## src/common/cmim_pkg.sv

```systemverilog
// Behaviour
// [RL1] bus activity only while controller enabled
// [RL2] low power only after pending transmits finish
// [RL3] listen mode when bit set, else normal
// [RL4] overload frame after good receive when enabled
// [RL5] timestamp at start or end of frame
// [RL6] time triggered scheduling when bit set
// [RL7] timer wraps past maximum when not frozen
// [RL8] frozen timer holds at maximum until reset
// [RL9] lost arbitration keeps request pending
// [RL10] no-repeat aborts, raising abort and ready flags
// [RL11] enable register sets mask bits
// [RL12] disable register clears mask bits
// [RL13] mask register reads current mask
// [RL14] mailbox events at bits 0 to 7
// [RL15] bus-state sources at bits 16 to 23
// [RL16] protocol errors at bits 24 to 28
// [RL17] interrupt when flag set and unmasked
// [RL18] last-mailbox receive resets timer in time-triggered
// [RL19] unassigned interrupt bits ignored, read zero
package cmim_pkg;
   localparam logic [7:0] CMIM_OFS_MODE = 8'h00;
   localparam logic [7:0] CMIM_OFS_IER = 8'h04;
   localparam logic [7:0] CMIM_OFS_IDR = 8'h08;
   localparam logic [7:0] CMIM_OFS_IMR = 8'h0C;
   localparam logic [7:0] CMIM_OFS_SR = 8'h10;
   localparam logic [7:0] CMIM_OFS_TIM = 8'h18;
   localparam logic [7:0] CMIM_OFS_STAMP = 8'h1C;
   // mode register fields
   localparam int CMIM_MR_EN = 0;
   localparam int CMIM_MR_LOWPWR = 1;
   localparam int CMIM_MR_LISTEN = 2;
   localparam int CMIM_MR_OVERLOAD = 3;
   localparam int CMIM_MR_EOFPT = 4;
   localparam int CMIM_MR_TTRIG = 5;
   localparam int CMIM_MR_FRZ = 6;
   localparam int CMIM_MR_NOREP = 7;
   localparam logic [7:0] CMIM_MR_RESET = 8'h00;
   // interrupt source positions
   localparam int CMIM_B_MB0 = 0;
   localparam int CMIM_B_ACTIVE = 16;
   localparam int CMIM_B_WARN = 17;
   localparam int CMIM_B_PASSIVE = 18;
   localparam int CMIM_B_BUSOFF = 19;
   localparam int CMIM_B_SLEEP = 20;
   localparam int CMIM_B_WAKE = 21;
   localparam int CMIM_B_OVF = 22;
   localparam int CMIM_B_STAMP = 23;
   localparam int CMIM_B_CRC = 24;
   localparam logic [31:0] CMIM_IRQ_BITS = 32'h1FFF00FF;
   localparam logic [31:0] CMIM_STICKY_BITS = 32'h1FC000FF;
   localparam logic [31:0] CMIM_IMR_RESET = 32'h00000000;
   localparam logic [15:0] CMIM_TIM_MAX = 16'hFFFF;
   localparam logic [15:0] CMIM_TIM_RESET = 16'h0000;
   localparam logic [2:0] CMIM_LAST_MB = 3'h7;
   localparam logic [1:0] CMIM_RESP_OKAY = 2'h0;
   localparam logic [1:0] CMIM_RESP_SLVERR = 2'h2;
   typedef enum logic [1:0]
   {
      CMIM_PWR_RUN = 2'b00,
      CMIM_PWR_DRAIN = 2'b01,
      CMIM_PWR_SLEEP = 2'b10
   } cmim_pwr_e;
endpackage : cmim_pkg

```

## src/hdl/cmim_ctrl.sv

```systemverilog
module cmim_ctrl
(
   input wire logic aclk,
   input wire logic aresetn,
   // AXI4-Lite slave
   input wire logic [7:0] s_axi_awaddr,
   input wire logic s_axi_awvalid,
   output logic s_axi_awready,
   input wire logic [31:0] s_axi_wdata,
   input wire logic [3:0] s_axi_wstrb,
   input wire logic s_axi_wvalid,
   output logic s_axi_wready,
   output logic [1:0] s_axi_bresp,
   output logic s_axi_bvalid,
   input wire logic s_axi_bready,
   input wire logic [7:0] s_axi_araddr,
   input wire logic s_axi_arvalid,
   output logic s_axi_arready,
   output logic [31:0] s_axi_rdata,
   output logic [1:0] s_axi_rresp,
   output logic s_axi_rvalid,
   input wire logic s_axi_rready,
   // protocol engine side, same clock
   input wire logic timer_tick,
   input wire logic sof_seen,
   input wire logic eof_seen,
   input wire logic tx_pending,
   input wire logic rx_done,
   input wire logic [2:0] rx_mailbox,
   input wire logic rx_mailbox_is_rx,
   input wire logic arb_lost,
   input wire logic [2:0] arb_mailbox,
   input wire logic [7:0] mailbox_event_bit,
   input wire logic error_active_source,
   input wire logic warning_limit_source,
   input wire logic error_passive_source,
   input wire logic bus_off_source,
   input wire logic [4:0] protocol_error_pulse,
   output logic bus_active,
   output logic listen_mode,
   output logic time_triggered_mode,
   output logic mailbox_timestamp_on,
   output logic overload_request,
   output logic [7:0] mailbox_abort_flag,
   output logic [7:0] mailbox_ready_flag,
   output logic [7:0] retry_keep,
   output logic [15:0] running_timer,
   output logic [15:0] timestamp_register,
   output logic irq
);
   // byte strobe to bit mask, shared by every writable register
   function automatic logic [31:0] cmim_strb_mask(input logic [3:0] strb);
      cmim_strb_mask = {{8{strb[3]}}, {8{strb[2]}}, {8{strb[1]}},
                        {8{strb[0]}}};
   endfunction : cmim_strb_mask

   logic [7:0] mode_reg;
   logic [31:0] imr_reg;
   logic [31:0] sticky_reg;
   logic [31:0] sticky_next;
   logic [15:0] timer_reg;
   logic [15:0] stamp_reg;
   cmim_pkg::cmim_pwr_e pwr_reg;
   cmim_pkg::cmim_pwr_e pwr_next;
   logic ovld_reg;
   logic [7:0] abort_reg;
   logic [7:0] keep_reg;
   logic irq_reg;

   // write and read channel holding registers
   logic aw_held_reg;
   logic [7:0] aw_addr_reg;
   logic w_held_reg;
   logic [31:0] w_data_reg;
   logic [3:0] w_strb_reg;
   logic bvalid_reg;
   logic [1:0] bresp_reg;
   logic rvalid_reg;
   logic [31:0] rdata_reg;
   logic [1:0] rresp_reg;

   wire en = mode_reg[cmim_pkg::CMIM_MR_EN];
   wire lowpwr = mode_reg[cmim_pkg::CMIM_MR_LOWPWR];
   wire eof_point = mode_reg[cmim_pkg::CMIM_MR_EOFPT];
   wire ttrig = mode_reg[cmim_pkg::CMIM_MR_TTRIG];
   wire frz = mode_reg[cmim_pkg::CMIM_MR_FRZ];
   wire norep = mode_reg[cmim_pkg::CMIM_MR_NOREP];
   wire sleeping = (pwr_reg == cmim_pkg::CMIM_PWR_SLEEP);

   // bus handshakes
   assign s_axi_awready = !aw_held_reg && !bvalid_reg;
   assign s_axi_wready = !w_held_reg && !bvalid_reg;
   assign s_axi_arready = !rvalid_reg;
   wire aw_hs = s_axi_awvalid && s_axi_awready;
   wire w_hs = s_axi_wvalid && s_axi_wready;
   wire ar_hs = s_axi_arvalid && s_axi_arready;
   wire do_write = aw_held_reg && w_held_reg && !bvalid_reg;
   wire [31:0] wmask = cmim_strb_mask(w_strb_reg);
   wire [31:0] wbits = w_data_reg & wmask;

   // address decode
   wire wr_mode = do_write && (aw_addr_reg == cmim_pkg::CMIM_OFS_MODE);
   wire wr_ier = do_write && (aw_addr_reg == cmim_pkg::CMIM_OFS_IER);
   wire wr_idr = do_write && (aw_addr_reg == cmim_pkg::CMIM_OFS_IDR);
   wire wr_ok = wr_mode || wr_ier || wr_idr;
   wire rd_sr = ar_hs && (s_axi_araddr == cmim_pkg::CMIM_OFS_SR);
   logic [31:0] rd_value;
   logic rd_hit;
   wire [31:0] sr_view;

   // mask register: enable-set and enable-clear never share a write
   wire [31:0] imr_set = wr_ier ? wbits : 32'h00000000; // RL11
   wire [31:0] imr_clr = wr_idr ? wbits : 32'h00000000; // RL12
   wire [31:0] imr_next = ((imr_reg | imr_set) & ~imr_clr)
                          & cmim_pkg::CMIM_IRQ_BITS; // RL19
   wire [7:0] mode_next = (mode_reg & ~wmask[7:0])
                          | (w_data_reg[7:0] & wmask[7:0]);

   // timer
   wire tt_sync = ttrig && rx_done
                  && (rx_mailbox == cmim_pkg::CMIM_LAST_MB); // RL18
   wire at_max = (timer_reg == cmim_pkg::CMIM_TIM_MAX);
   wire tick_on = en && timer_tick;
   wire ovf_hit = tick_on && at_max && !tt_sync;
   logic [15:0] timer_next;
   always_comb
   begin
      timer_next = timer_reg;
      if (!en)
         timer_next = cmim_pkg::CMIM_TIM_RESET;
      else if (tt_sync)
         timer_next = cmim_pkg::CMIM_TIM_RESET; // RL18
      else if (tick_on && !(frz && at_max)) // RL8
         timer_next = timer_reg + 16'h0001; // RL7
   end
   wire ts_hit = en && (eof_point ? eof_seen : sof_seen); // RL5

   // low power sequencing
   always_comb
   begin
      pwr_next = pwr_reg;
      case (pwr_reg)
         cmim_pkg::CMIM_PWR_RUN:
            if (en && lowpwr)
               pwr_next = cmim_pkg::CMIM_PWR_DRAIN;
         cmim_pkg::CMIM_PWR_DRAIN:
            if (!en || !lowpwr)
               pwr_next = cmim_pkg::CMIM_PWR_RUN;
            else if (!tx_pending)
               pwr_next = cmim_pkg::CMIM_PWR_SLEEP; // RL2
         cmim_pkg::CMIM_PWR_SLEEP:
            if (!en || !lowpwr)
               pwr_next = cmim_pkg::CMIM_PWR_RUN;
         default:
            pwr_next = cmim_pkg::CMIM_PWR_RUN;
      endcase
   end

   // status: sticky events plus live levels
   logic [31:0] ev_set;
   always_comb
   begin
      ev_set = 32'h00000000;
      ev_set[cmim_pkg::CMIM_B_MB0 +: 8] = mailbox_event_bit; // RL14
      ev_set[cmim_pkg::CMIM_B_OVF] = ovf_hit; // RL15
      ev_set[cmim_pkg::CMIM_B_STAMP] = ts_hit; // RL15
      ev_set[cmim_pkg::CMIM_B_CRC +: 5] = protocol_error_pulse; // RL16
   end
   // set wins over read clear
   assign sticky_next = ((sticky_reg & ~(rd_sr ? 32'hFFFFFFFF
                          : 32'h00000000)) | ev_set)
                        & cmim_pkg::CMIM_STICKY_BITS;
   logic [31:0] level_bits;
   always_comb
   begin
      level_bits = 32'h00000000;
      level_bits[cmim_pkg::CMIM_B_ACTIVE] = error_active_source; // RL15
      level_bits[cmim_pkg::CMIM_B_WARN] = warning_limit_source;
      level_bits[cmim_pkg::CMIM_B_PASSIVE] = error_passive_source;
      level_bits[cmim_pkg::CMIM_B_BUSOFF] = bus_off_source;
      level_bits[cmim_pkg::CMIM_B_SLEEP] = sleeping;
      level_bits[cmim_pkg::CMIM_B_WAKE] = en && !sleeping;
   end
   assign sr_view = sticky_reg | level_bits;
   wire irq_next = |(sr_view & imr_reg); // RL17

   // read mux
   always_comb
   begin
      rd_value = 32'h00000000;
      rd_hit = 1'b1;
      if (s_axi_araddr == cmim_pkg::CMIM_OFS_MODE)
         rd_value = {24'h000000, mode_reg};
      else if (s_axi_araddr == cmim_pkg::CMIM_OFS_IMR)
         rd_value = imr_reg; // RL13
      else if (s_axi_araddr == cmim_pkg::CMIM_OFS_SR)
         rd_value = sr_view;
      else if (s_axi_araddr == cmim_pkg::CMIM_OFS_TIM)
         rd_value = {16'h0000, timer_reg};
      else if (s_axi_araddr == cmim_pkg::CMIM_OFS_STAMP)
         rd_value = {16'h0000, stamp_reg};
      else
         rd_hit = 1'b0;
   end

   // arbitration loss handling
   wire [7:0] arb_onehot = arb_lost && en
                           ? (8'h01 << arb_mailbox) : 8'h00;
   wire [7:0] abort_next = norep ? arb_onehot : 8'h00; // RL10
   wire [7:0] keep_next = norep ? 8'h00 : arb_onehot; // RL9
   wire ovld_next = mode_reg[cmim_pkg::CMIM_MR_OVERLOAD] && en
                   && rx_done && rx_mailbox_is_rx; // RL4

   always_ff @(posedge aclk)
   begin
      if (!aresetn)
      begin
         aw_held_reg <= 1'b0;
         aw_addr_reg <= 8'h00;
         w_held_reg <= 1'b0;
         w_data_reg <= 32'h00000000;
         w_strb_reg <= 4'h0;
         bvalid_reg <= 1'b0;
         bresp_reg <= cmim_pkg::CMIM_RESP_OKAY;
      end
      else
      begin
         if (aw_hs)
         begin
            aw_held_reg <= 1'b1;
            aw_addr_reg <= s_axi_awaddr;
         end
         else if (do_write)
            aw_held_reg <= 1'b0;
         if (w_hs)
         begin
            w_held_reg <= 1'b1;
            w_data_reg <= s_axi_wdata;
            w_strb_reg <= s_axi_wstrb;
         end
         else if (do_write)
            w_held_reg <= 1'b0;
         if (do_write)
         begin
            bvalid_reg <= 1'b1;
            bresp_reg <= wr_ok ? cmim_pkg::CMIM_RESP_OKAY
                         : cmim_pkg::CMIM_RESP_SLVERR;
         end
         else if (s_axi_bready)
            bvalid_reg <= 1'b0;
      end
   end

   always_ff @(posedge aclk)
   begin
      if (!aresetn)
      begin
         rvalid_reg <= 1'b0;
         rdata_reg <= 32'h00000000;
         rresp_reg <= cmim_pkg::CMIM_RESP_OKAY;
      end
      else if (ar_hs)
      begin
         rvalid_reg <= 1'b1;
         rdata_reg <= rd_value;
         rresp_reg <= rd_hit ? cmim_pkg::CMIM_RESP_OKAY
                      : cmim_pkg::CMIM_RESP_SLVERR;
      end
      else if (s_axi_rready)
         rvalid_reg <= 1'b0;
   end

   always_ff @(posedge aclk)
   begin
      if (!aresetn)
      begin
         mode_reg <= cmim_pkg::CMIM_MR_RESET;
         imr_reg <= cmim_pkg::CMIM_IMR_RESET;
         sticky_reg <= 32'h00000000;
         timer_reg <= cmim_pkg::CMIM_TIM_RESET;
         stamp_reg <= cmim_pkg::CMIM_TIM_RESET;
         pwr_reg <= cmim_pkg::CMIM_PWR_RUN;
         ovld_reg <= 1'b0;
         abort_reg <= 8'h00;
         keep_reg <= 8'h00;
         irq_reg <= 1'b0;
      end
      else
      begin
         if (wr_mode)
            mode_reg <= mode_next;
         imr_reg <= imr_next;
         sticky_reg <= sticky_next;
         timer_reg <= timer_next;
         if (ts_hit)
            stamp_reg <= timer_reg; // RL5
         pwr_reg <= pwr_next;
         ovld_reg <= ovld_next;
         abort_reg <= abort_next;
         keep_reg <= keep_next;
         irq_reg <= irq_next;
      end
   end

   assign s_axi_bvalid = bvalid_reg;
   assign s_axi_bresp = bresp_reg;
   assign s_axi_rvalid = rvalid_reg;
   assign s_axi_rdata = rdata_reg;
   assign s_axi_rresp = rresp_reg;
   assign bus_active = en && !sleeping; // RL1
   assign listen_mode = en && mode_reg[cmim_pkg::CMIM_MR_LISTEN]; // RL3
   assign time_triggered_mode = en && ttrig; // RL6
   assign mailbox_timestamp_on = en && !ttrig; // RL6
   assign overload_request = ovld_reg;
   assign mailbox_abort_flag = abort_reg; // RL10
   assign mailbox_ready_flag = abort_reg; // RL10
   assign retry_keep = keep_reg;
   assign running_timer = timer_reg;
   assign timestamp_register = stamp_reg;
   assign irq = irq_reg;
endmodule : cmim_ctrl

```

## config.mk

```make
export PLATFORM = sky130hd
export DESIGN_NAME = cmim_ctrl
export DESIGN_NICKNAME = d
export VERILOG_FILES = /design/src/common/cmim_pkg.sv /design/src/hdl/cmim_ctrl.sv
export SDC_FILE = /design/constraint.sdc
export NUM_CORES = 1
export LEC_CHECK = 0
export BUFFER_PORTS_ARGS = -buffer_cell sky130_fd_sc_hd__clkbuf_2
export CORE_ASPECT_RATIO = 0.8
export CORE_MARGIN = 2
export CORE_UTILIZATION = 53
export CTS_CLUSTER_DIAMETER = 150
export CTS_CLUSTER_SIZE = 12
export DETAILED_ROUTE_END_ITERATION = 8
export PLACE_DENSITY = 0.91
export SKIP_CTS_REPAIR_TIMING = 1
export SLEW_MARGIN = 25
export SYNTH_ARGS = -nofsm -noshare
export SYNTH_HDL_FRONTEND = slang
export SYNTH_SLANG_ARGS = --single-unit
```

## constraint.sdc

```tcl
create_clock -name aclk -period 2.45 [get_ports aclk]
set_input_delay 0.49 -clock aclk [delete_from_list [all_inputs] [get_ports aclk]]
set_output_delay 0.49 -clock aclk [all_outputs]
set_load 0.01 [all_outputs]
```

## After elaboration in Yosys (flattened, before gate mapping)

Cells that the tools add are included.

| storage, ports and cells | value |
|---|---|
| flip-flop bits (word level) | 177 |
| bits in writable memories | 0 |
| memory bits (read-only) | 0 |
| logic and storage cells | 132 |
| input port bits | 89 |
| bits in latches | 0 |
| memories kept | 0 |
| output and inout bits | 103 |

| operators by class | value |
|---|---|
| reductions and logical operators | 53 |
| div/mod/pow operators | 0 |
| mux-type cells | 29 |
| shifts and indexed selects | 1 |
| equal/unequal tests | 13 |
| $lt $le $gt $ge | 0 |
| add/subtract/negate cells | 1 |
| multipliers | 0 |
| bitwise gates (word level) | 15 |

Operators by type and width:

| operator | number |
|---|---|
| bitwise AND 29 bit | 4 |
| two-way mux 32 bit | 3 |
| two-way mux 29 bit | 3 |
| inverter 29 bit | 2 |
| bitwise OR 29 bit | 2 |
| two-way mux 16 bit | 2 |
| OR reduction 32 bit | 1 |
| bitwise OR 29 x 22 -> 29 bit | 1 |
| logical AND 1 bit | 28 |
| equality test 8 x 5 -> 1 bit (second input constant) | 3 |
| adder 16 x 1 -> 16 bit (second input constant) | 1 |
| bitwise AND 8 bit | 2 |
| equality test 16 bit (second input constant) | 1 |
| equality test 8 x 4 -> 1 bit (second input constant) | 2 |
| logical NOT 8 bit | 2 |
| two-way mux 1 bit | 13 |
| two-way mux 2 bit | 6 |
| logical NOT 1 bit | 10 |
| equality test 8 x 3 -> 1 bit (second input constant) | 1 |
| two-way mux 8 bit | 1 |
| inverter 8 bit | 1 |
| bitwise OR 8 bit | 1 |
| nonzero test 2 bit | 4 |
| left shift 1 x 3 -> 8 bit (first input constant) | 1 |
| other kinds (14) | 17 |

## Longest topological paths before layout

Gate-level depths: netlist (run 1).

| logic depth | value |
|---|---|
| depth after elaboration | 7 |
| mapped depth | 7 |
| depth with buffers taken out | 5 |

## Worst setup path after synthesis (run 1)

No wires, ideal clock.

| timing | value |
|---|---|
| path kind | input to register |
| start point | in s_axi_araddr[2] |
| end point | reg rdata_reg[0] (netlist: s_axi_rdata[0]) |
| buffers on the path | 3 |
| path slack | 0.705 ns |
| data required time | 2.318 ns |
| data arrival time | 1.613 ns |
| stages | 6 |
| cell sequence | clkbuf_1 > clkbuf_1 > clkbuf_1 > a21oi_1 > o211ai_1 > a21oi_1 |

| on the way | value |
|---|---|
| word-level cells in the longest chain between the ends | 6 |
| elaborated cells between the ends (all ways) | 10 |

Ends and longest elaborated chain:

| what | line | RTL |
|---|---|---|
| start, declared | cmim_ctrl.sv:16 | `input wire logic [7:0] s_axi_araddr,` |
| equality test 8 x 5 -> 1 bit | cmim_ctrl.sv:200 | `else if (s_axi_araddr == cmim_pkg::CMIM_OFS_STAMP)` |
| two-way mux 16 bit | cmim_ctrl.sv:200 |  |
| two-way mux 16 bit | cmim_ctrl.sv:198 | `else if (s_axi_araddr == cmim_pkg::CMIM_OFS_TIM)` |
| two-way mux 32 bit | cmim_ctrl.sv:196 | `else if (s_axi_araddr == cmim_pkg::CMIM_OFS_SR)` |
| two-way mux 32 bit | cmim_ctrl.sv:194 | `else if (s_axi_araddr == cmim_pkg::CMIM_OFS_IMR)` |
| two-way mux 32 bit (*) | cmim_ctrl.sv:192 | `if (s_axi_araddr == cmim_pkg::CMIM_OFS_MODE)` |
| end signal, assigned | cmim_ctrl.sv:265 | `rdata_reg <= rd_value;` |
| end, declared | cmim_ctrl.sv:79 | `logic [31:0] rdata_reg;` |

Every way passes the cells marked *; elsewhere a longest branch is shown, timed or not.
A chain may end at the register's enable or synchronous reset.

==> results of run 1 <==
[cells by family after synthesis]
logic type | Yosys count | share of synthesized area [%]
mux | 22 | 3.23
buf+inv | 91 | 5.80
other cells | 1 | 0.0531
simple gates | 342 | 23.7
fa+ha+maj | 1 | 0.177
flops | 163 | 46.2
compound gates | 232 | 20.8
[worst paths after layout]
kind | slack [ns] | endpoint
setup / recovery | 0.41 | register
setup reg to reg | 0.41 | register
hold reg to reg | 0.45 | aw_addr_reg[0]
hold / removal | 0.28 | sticky_reg[27]
[synth_stat cells (14+ instances only)]
| library cell | instances |
|---|---|
| mux2i_1 | 16 |
| clkbuf_1 | 48 |
| inv_1 | 15 |
| dfxtp_1 | 163 |
| a21o_1 | 14 |
| nor2_1 | 52 |
| nand3_1 | 60 |
| buf_4 | 14 |
| a211oi_1 | 22 |
| a21oi_1 | 116 |
| nand2_1 | 135 |
| a22oi_1 | 16 |
[metal layers]
| metal | track usage [%] | vias up |
|---|---|---|
| met1 | 38.1 | 3346 |
| met2 | 45.6 | 478 |
| li1 | - | 3331 |
| met5 | 0 | - |
| met3 | 8.32 | 68 |
| met4 | 10.2 | 0 |
[area by class of cell]
| class | instances | area (sq um) |
|---|---|---|
| well taps | 175 | 219 |
| repair buffers | 199 | 1070 |
| clock inverters | 14 | 153 |
| fillers | 992 | 4310 |
| multi-input cells | 602 | 3410 |
| flip-flops and latches | 163 | 3260 |
| inverters | 16 | 61.3 |
| clock buffers | 18 | 429 |
[through the flow]
step	cell area, sq um	setup slack (ns)
after floorplan	7070	0.705
after global placement	8030	0.494
after detailed placement	8030	0.435
after CTS	8610	0.432
after global routing	8610	0.292
final	8610	0.407
[report_power, final]
part           internal (mW)  switching, mW
sequential              2.71         0.0574
combinational          0.149          0.258
clock                   1.51           1.12
[worst max-delay path: cells and delay by family, from the launching register on]
family,cells,cell delay (ns)
flops,1,0.36
simple gates,3,1.30
mux,1,0.26
==> metrics, run 1 <==
Pleak=3.34 nW; Period minus WS final=between 2 and 2.5 ns; cts bufs inserted=17; clk_skew=roughly 0.01 ns; dpl hpwl=14800 microns; Worst Reg-to-Reg Cells=4; Synth cell types=56; Util after Layout=66.6%; Slew Limit Fails=0; final setup vio count=0; worst hold stages=3; Residual DRC=1; Met1 Routed Length=8480 microns; grt total ovfl=0; crit path launch type=register; Synth Warn #=0; Tot Pwr=5.81 mW; Final Hold Viols=0; row count=37; Antenna Cells=0; commonest cells after routing, fill and taps aside=clkbuf_2 (174), dfxtp_1 (163), nand2_1 (135); most area-consuming cells after synthesis=dfxtp_1 (46%), a21oi_1 (8.2%), nand2_1 (7.2%); Largest stage delay, worst path=0.88 ns; Reg2Reg Launch Point=s_axi_bvalid; total wire length=about 21000 microns; pin count of the biggest net entering global routing=35; root buf cell=clkbuf_16; Worst setup EP type=register; failing checks=design-rule violations; critical path cell sequence=nand3b_1 > or4_1 > mux2i_1 > nor2_1; worst hold path class=in -> reg; max FFs per register=29; Via density=slightly above 6; Die Y=about 110 microns; cells after synthesis=around 850; number of global-route vias before repair=about 6300; Hold WS=around 0.28 ns; VDD IR-drop max=slightly below 0.0007 V; crit-path max FO=8; GR Util All Layers=between 20% and 30%; Buffers on Ports=around 170; Yosys top cell area share=between 40 and 50%; Detail Route Antenna Nets=0; DR pass1 iterations=9; vias=7223; mean post-synth cell area=a little over 8 sq um; metal2 WL=approximately 9500 microns; WL/cell=about 18 microns; most common cell after layout, fill and taps aside=clkbuf_2; DR iter-0 viols=roughly 860; Skew-Pair Late Insertion Delay=0.43 ns; Slew HR=approximately 47%; # H-tree levels=4; Core Area=approximately 13000 sq um; first-pass GRT wire length=32500 microns; ys async rst share=0%; Setup Crit Path Kind=reg -> reg; Pwr per Cell Area=675 nW/um^2; TNS Setup=0 ns; Yosys reg bits=163; placed insts=1155; Synth area leader=dfxtp_1; Max Root-Sink Buffers=2; Slowest cell on crit path=or4_1; Hold Startpoint=protocol_error_pulse[3]; top routing layer used=met4; Synth-to-Final Area Change=22.0%; IO Pins=roughly 190; post-route insts no fill=between 1000 and 1500; Max Clk Rate=0.489 GHz; initial antenna violation count=0; Placer Congestion=between 0.9 and 1; crit path launch=s_axi_bvalid; mapped cell area=approximately 7000 sq um; Initial Util=a little over half; fin nets=around 1100; post-synthesis sequential area ratio=around 46%; layout cells sized above 1=around 25%; status=finished, violations left; critical path required time=2.76 ns; Met3 Routed Length=2310 microns; CTS tree=done; CTS clk-pin slew, worst paths=~0.070 ns; maxcap violations=0; period utilisation layout=a little over four fifths; Die Wd=roughly 130 microns; number of flops mapped to enable cells by yosys=0; CP arrival=roughly 2.4 ns; RSZ-0062 raised after global routing=no; Worst-Margin Slew=0.788 ns; die area=around 14000 sq um; Synth Flop Type=dfxtp_1; CTS sink cnt=approximately 160
Note: power is estimated with default switching activity, not from simulation.
==> run 2, diff against run 1 <==
--- a/config.mk
+++ b/config.mk
@@ -5,14 +5,15 @@
 export SDC_FILE = /design/constraint.sdc
 export NUM_CORES = 1
 export LEC_CHECK = 0
+export ABC_AREA = 1
 export BUFFER_PORTS_ARGS = -buffer_cell sky130_fd_sc_hd__clkbuf_2
 export CORE_ASPECT_RATIO = 0.8
 export CORE_MARGIN = 2
-export CORE_UTILIZATION = 53
+export CORE_UTILIZATION = 52
 export CTS_CLUSTER_DIAMETER = 150
 export CTS_CLUSTER_SIZE = 12
 export DETAILED_ROUTE_END_ITERATION = 8
-export PLACE_DENSITY = 0.91
+export PLACE_DENSITY = 0.89
 export SKIP_CTS_REPAIR_TIMING = 1
 export SLEW_MARGIN = 25
 export SYNTH_ARGS = -nofsm -noshare
==> constraint.sdc (replaced) <==
create_clock -name aclk -period 1.9 [get_ports aclk]
set_input_delay 0.38 -clock aclk [delete_from_list [all_inputs] [get_ports aclk]]
set_output_delay 0.38 -clock aclk [all_outputs]
set_load 0.01 [all_outputs]
==> metrics, run 2 <==
Largest stage delay, worst path=0.50 ns (-0.38 ns); Placer Congestion=0.972 (+3.6%); commonest cells after routing, fill and taps aside=nand2_1 (198), clkbuf_2 (174), dfxtp_1 (163); count leader, synth=nand2_1; clk_skew=0.00700 ns (-0.00273 ns); WL/cell=15.3 microns (-13%); status=completed; period utilisation layout=a little over nine tenths; ys async rst share=0% (unchanged); Slew HR=49.8% (+2.4 points); Yosys reg bits=163 (unchanged); most area-consuming cells after synthesis=dfxtp_1 (46%), nand2_1 (11%), o21ai_0 (7.3%); DR iter-0 viols=757 (-12%); Slowest cell on crit path=dfxtp_1; Core Area=13400 sq um (+3.8%); mapped cell area=7040 sq um (-0.18%); Max Clk Rate=0.541 GHz; critical path cell sequence=inv_1 > nor2_2 > clkbuf_2; crit path launch type=register; Worst setup EP type=output pin; number of global-route vias before repair=6302 (+0.064%); grt total ovfl=0 (unchanged); die area=14500 sq um (+1.7%); most common cell after layout, fill and taps aside=nand2_1; Max Root-Sink Buffers=2 (unchanged); Synth Flop Type=dfxtp_1; Worst-Margin Slew=0.753 ns (-0.0347 ns); Buffers on Ports=174 (unchanged); Initial Util=52.5% (-2.1 points); Skew-Pair Late Insertion Delay=0.42 ns (about the same); dpl hpwl=14900 microns (+0.96%); CTS tree=done; vias=7153 (-0.97%); layout cells sized above 1=23.3% (-1.3 points); worst reg2reg endpoint=running_timer[3]; Worst Reg-to-Reg Cells=8 (+4); IO Pins=192 (unchanged); Synth cell types=37 (-34%); crit-path max FO=7 (-1); mean post-synth cell area=7.31 sq um (-12%); TNS Setup=0 ns (unchanged); Tot Pwr=7.50 mW (+29%); pin count of the biggest net entering global routing=58 (+66%); DR pass1 iterations=6 (-3); post-synthesis sequential area ratio=46.3% (+0.082 points); first-pass GRT wire length=31700 microns (-2.4%); Residual DRC=0 (-1); Synth Warn #=0 (unchanged); number of flops mapped to enable cells by yosys=0 (unchanged); total wire length=20300 microns (-3.1%); worst hold path class=in -> reg; worst hold stages=3 (unchanged); hold endpoint=sticky_reg[27]; cts bufs inserted=17 (unchanged); final setup vio count=0 (unchanged); RSZ-0062 raised after global routing=no; Hold Startpoint=protocol_error_pulse[3]; r2r setup slk=0.13 ns (-0.28 ns); CP arrival=1.47 ns (-0.88 ns); Synth area leader=dfxtp_1; cells after synthesis=964 (+13%); top post-synthesis cells by count=nand2_1 (198), dfxtp_1 (163), nor2_1 (133); maxcap violations=0 (unchanged); row count=38 (+2.7%); Die Wd=134 microns (+0.84%); Reg2Reg Launch Point=running_timer[4]; Period minus WS final=around 1.8 ns; Util after Layout=65.0% (-1.6 points); max FFs per register=29 (unchanged); Synth-to-Final Area Change=23.7%; Antenna Cells=0 (unchanged); # H-tree levels=4 (unchanged); initial antenna violation count=0 (unchanged); GR Util All Layers=27.8% (-1.2 points); CTS clk-pin slew, worst paths=0.07 ns (about the same); root buf cell=clkbuf_16; Pwr per Cell Area=861 nW/um^2 (+28%); Slew Limit Fails=0 (unchanged); Pleak=3.87 nW (+16%); CTS sink cnt=163 (unchanged); Final Hold Viols=0 (unchanged); Yosys top cell area share=46.3% (+0.082 points); critical path required time=1.52 ns (-1.24 ns); Via density=5.38 (-12%); Detail Route Antenna Nets=0 (unchanged); Filler cells=1150 (+16%); VDD IR-drop max=0.000695 V (+1.7%); Setup Crit Path Kind=reg -> out; fin nets=1226 (+13%); Die Y=108 microns (+0.83%)
-- run 2: power by group --
| part | leakage (nW) | internal, mW | switching (mW) |
|---|---|---|---|
| Combinational | 2.26 | 0.174 | 0.296 |
| Clock | 0.283 | 1.99 | 1.44 |
| Sequential | 1.33 | 3.52 | 0.0856 |
-- run 2: layer usage --
layer	wire length, microns	global-route usage (%)
met1	8870	38.6
met5	0	0
met2	8760	42.2
met3	2180	7.69
met4	476	8.57
-- run 2: final cells by class --
cell class | instances | area [sq um] | share of cell area, %
flip-flops and latches | 163 | 3260 | 37.4
multi-input cells | 662 | 3180 | 36.5
repair buffers | 208 | 1140 | 13.1
clock buffers | 18 | 439 | 5.04
inverters | 84 | 315 | 3.62
well taps | 180 | 225 | 2.58
clock inverters | 14 | 154 | 1.77
-- run 2: how the worst max path moves through the flow --
stage | to | cells after the start
floorplan | running_timer[5] | 10
global placement | s_axi_rdata[6] | 9
detailed placement | s_axi_rdata[18] | 8
CTS | bus_active | 3
global route | bus_active | 3
finish | bus_active | 3
-- run 2: cell families (layout without fill, tap and decap cells) --
group	after synthesis	count (layout)	synth area share (%)
XOR/XNOR	10	10	1.24
other	1	5	0.0532
AO/OA/AOI/OAI	242	242	19.8
AND/OR/NAND/NOR	404	404	23.6
buffers and inverters	143	324	8.78
flip-flops	163	163	46.3
adder cells (fa/ha/maj)	1	1	0.178
-- run 2: worst max-delay path, delay by kind of cell (launching register included) --
kind	cells	cell delay (ns)
buf+inv	2	0.31
simple gates	1	0.23
flops	1	0.50
-- run 2: per-stage QoR --
step	area (sq um)	hold slack [ns]	cells	setup WS [ns]
after global routing	8710	0.173	1329	0.0208
after global placement	8120	0.404	1297	0.185
after detailed placement	8120	0.423	1297	0.129
final	8710	0.170	1329	0.0518
after floorplan	7060	0.399	968	0.193
after CTS	8710	0.167	1329	0.0200
==> run 3, diff against run 2 <==
--- a/config.mk
+++ b/config.mk
@@ -9,11 +9,11 @@
 export BUFFER_PORTS_ARGS = -buffer_cell sky130_fd_sc_hd__clkbuf_2
 export CORE_ASPECT_RATIO = 0.8
 export CORE_MARGIN = 2
-export CORE_UTILIZATION = 52
+export CORE_UTILIZATION = 34
 export CTS_CLUSTER_DIAMETER = 150
 export CTS_CLUSTER_SIZE = 12
 export DETAILED_ROUTE_END_ITERATION = 8
-export PLACE_DENSITY = 0.89
+export PLACE_DENSITY = 0.66
 export SKIP_CTS_REPAIR_TIMING = 1
 export SLEW_MARGIN = 25
 export SYNTH_ARGS = -nofsm -noshare
==> metrics, run 3 (same netlist as run 2, synthesis figures left out) <==
pin count of the biggest net entering global routing=52 (-10%); GR peak layer=met2; RSZ-0062 raised after global routing=no; fin nets=1226 (unchanged); period utilisation layout=94.1% (-3.2 points); placed insts=1386 (+6.9%); critical path cell sequence=ha_1 > inv_1 > nor2_2 > nand2_2 > nor2_4 > a21oi_1 > nand2_1 > a21oi_2; Final Hold Viols=0 (unchanged); final setup vio count=0 (unchanged); layout cells sized above 1=23.4% (+0.087 points); Antenna Cells=0 (unchanged); maxcap violations=0 (unchanged); DR pass1 iterations=5 (-1); cts bufs inserted=17 (unchanged); Worst setup EP type=register; Residual DRC=0 (unchanged); crit path launch type=register; buffers plus inverters on the worst setup path=1 (-1); Core Area=20500 sq um (+53%); Largest stage delay, worst path=0.58 ns (+0.08 ns); CTS sink cnt=163 (unchanged); grt total ovfl=0 (unchanged); status=completed; max FFs per register=29 (unchanged); grt met3 use=4.55% (-3.1 points); CTS tree=done; Pleak=3.89 nW (+0.35%); Slew HR=50.3% (+0.50 points); DR iter-0 viols=546 (-28%); Placer Congestion=0.909 (-6.5%); Die Y=133 microns (+23%); Synth-to-Final Area Change=26.1%; Comb pwr share=6.1% (-0.2 points); switching power=1.82 mW (-0.28%); number of global-route vias before repair=6222 (-1.3%); register share of total power=46.8% (-1.3 points); dpl cell area=8260 sq um (+1.7%); Max Clk Rate=0.559 GHz (+3.4%); Worst-Margin Slew=0.746 ns (-0.00750 ns); VDD IR-drop max=0.000409 V (-41%); GRT met2 Usage=29.1% (-13 points); Buffers on Ports=174 (unchanged); Pwr per Cell Area=866 nW/um^2 (+0.62%); Max Root-Sink Buffers=2 (unchanged); crit-path max FO=8 (+1); WL/cell=14.9 microns (-2.4%); Slowest cell on crit path=a21oi_1; vias=6844 (-4.3%); most common cell after layout, fill and taps aside=nand2_1; Skew-Pair Late Insertion Delay=0.43 ns (about the same); clock share of power=47.1% (+1.4 points); Detail Route Antenna Nets=0 (unchanged); dpl ws=-0.0511 ns (-0.180 ns); Hold WS=0.167 ns (-0.00251 ns); dpl hpwl=16100 microns (+7.8%); Period minus WS final=1.79 ns (-0.0608 ns); die area=21900 sq um (+51%); CP arrival=2.14 ns (+0.67 ns); CTS clk-pin slew, worst paths=0.07 ns (about the same); root buf cell=clkbuf_16; Via density=4.83 (-10%); # H-tree levels=4 (unchanged); first-pass GRT wire length=33300 microns (+5.2%); met1 GRT Util=28.1% (-11 points); Die Wd=165 microns (+23%); critical path required time=2.26 ns (+0.74 ns); commonest cells after routing, fill and taps aside=nand2_1 (198), clkbuf_2 (174), dfxtp_1 (161); internal power=5.88 mW (+3.5%); worst hold path class=in -> reg; clk_skew=0.00688 ns (-0.000121 ns); Top delay family on crit path=compound AO/OA/AOI/OAI gates; initial antenna violation count=0 (unchanged); Tot Pwr=7.69 mW (+2.6%); GR Util All Layers=19.6% (-8.2 points); Final WS setup=0.113 ns (+0.0608 ns); Switching Share=23.6% (-0.67 points); total wire length=21100 microns (+4.2%); Slew Limit Fails=0 (unchanged); row count=47 (+24%); final instance area=8880 sq um (+1.9%); IO Pins=192 (unchanged); Initial Util=34.3% (-18 points); post-route insts no fill=1418 (+6.7%); Setup Crit Path Kind=reg -> reg
==> run 3: changes by cell type in the layout (fill, tap and decap cells not counted), moves of 2 or more <==
cell | previous run | this run
buf_12 | 1 | 3
buf_4 | 33 | 31
clkbuf_8 | 1 | 3
clkinv_4 | 4 | 2
dfxtp_1 | 163 | 161
dfxtp_2 | 0 | 2
inv_6 | 3 | 1
==> run 3: final cells by class <==
| class | count | area, sq um |
|---|---|---|
| Clock inverter | 11 | 151 |
| Clock buffer | 21 | 470 |
| Timing Repair Buffer | 208 | 1160 |
| Fill cell | 2143 | 11600 |
| Inverter | 84 | 315 |
| Sequential cell | 163 | 3270 |
| Multi-Input combinational cell | 662 | 3180 |
| Tap cell | 269 | 337 |
==> run 3: power groups by stage <==
| stage | logic [mW] | clock network [mW] | registers [mW] |
|---|---|---|---|
| floorplan | 0.282 | 0 | 3.65 |
| global placement | 0.463 | 0 | 3.68 |
| detailed placement | 0.470 | 0 | 3.68 |
| CTS | 0.471 | 3.67 | 3.60 |
| global route | 0.534 | 3.81 | 3.61 |
| finish | 0.469 | 3.62 | 3.60 |
==> run 3: stage by stage <==
step	setup TNS (ns)	util (%)
2_1_floorplan	0	-
3_3_place_gp	0	40.2
3_5_place_dp	-0.227	40.2
4_1_cts	0	43.3
5_1_grt	0	43.3
6_report	0	43.3
==> run 3: path summary, 6_finish.rpt <==
path / startpoint / slack (ns) / depth (start not counted) / end
setup / recovery: running_timer[0] / 0.11 / 8 / running_timer[11]
hold / removal: mailbox_event_bit[4] / 0.17 / 3 / sticky_reg[4]
setup reg to reg: running_timer[0] / 0.11 / 8 / running_timer[11]
hold reg to reg: pwr_reg[1] / 0.44 / 1 / pwr_reg[0]
==> run 3: metal layers <==
metal | share of wire (%) | up-vias
met2 | 43 | 252
met5 | 0 | -
met4 | 1.5 | 0
met3 | 7.4 | 27
li1 | - | 3480
met1 | 48 | 3085
==> run 3: worst register-to-register path, cell delays in order (launching register included) <==
cell and delay (ns):
dfxtp_1 0.33, ha_1 0.23, inv_1 0.07, nor2_2 0.05, nand2_2 0.09, nor2_4 0.06, a21oi_1 0.58, nand2_1 0.15
a21oi_2 0.14
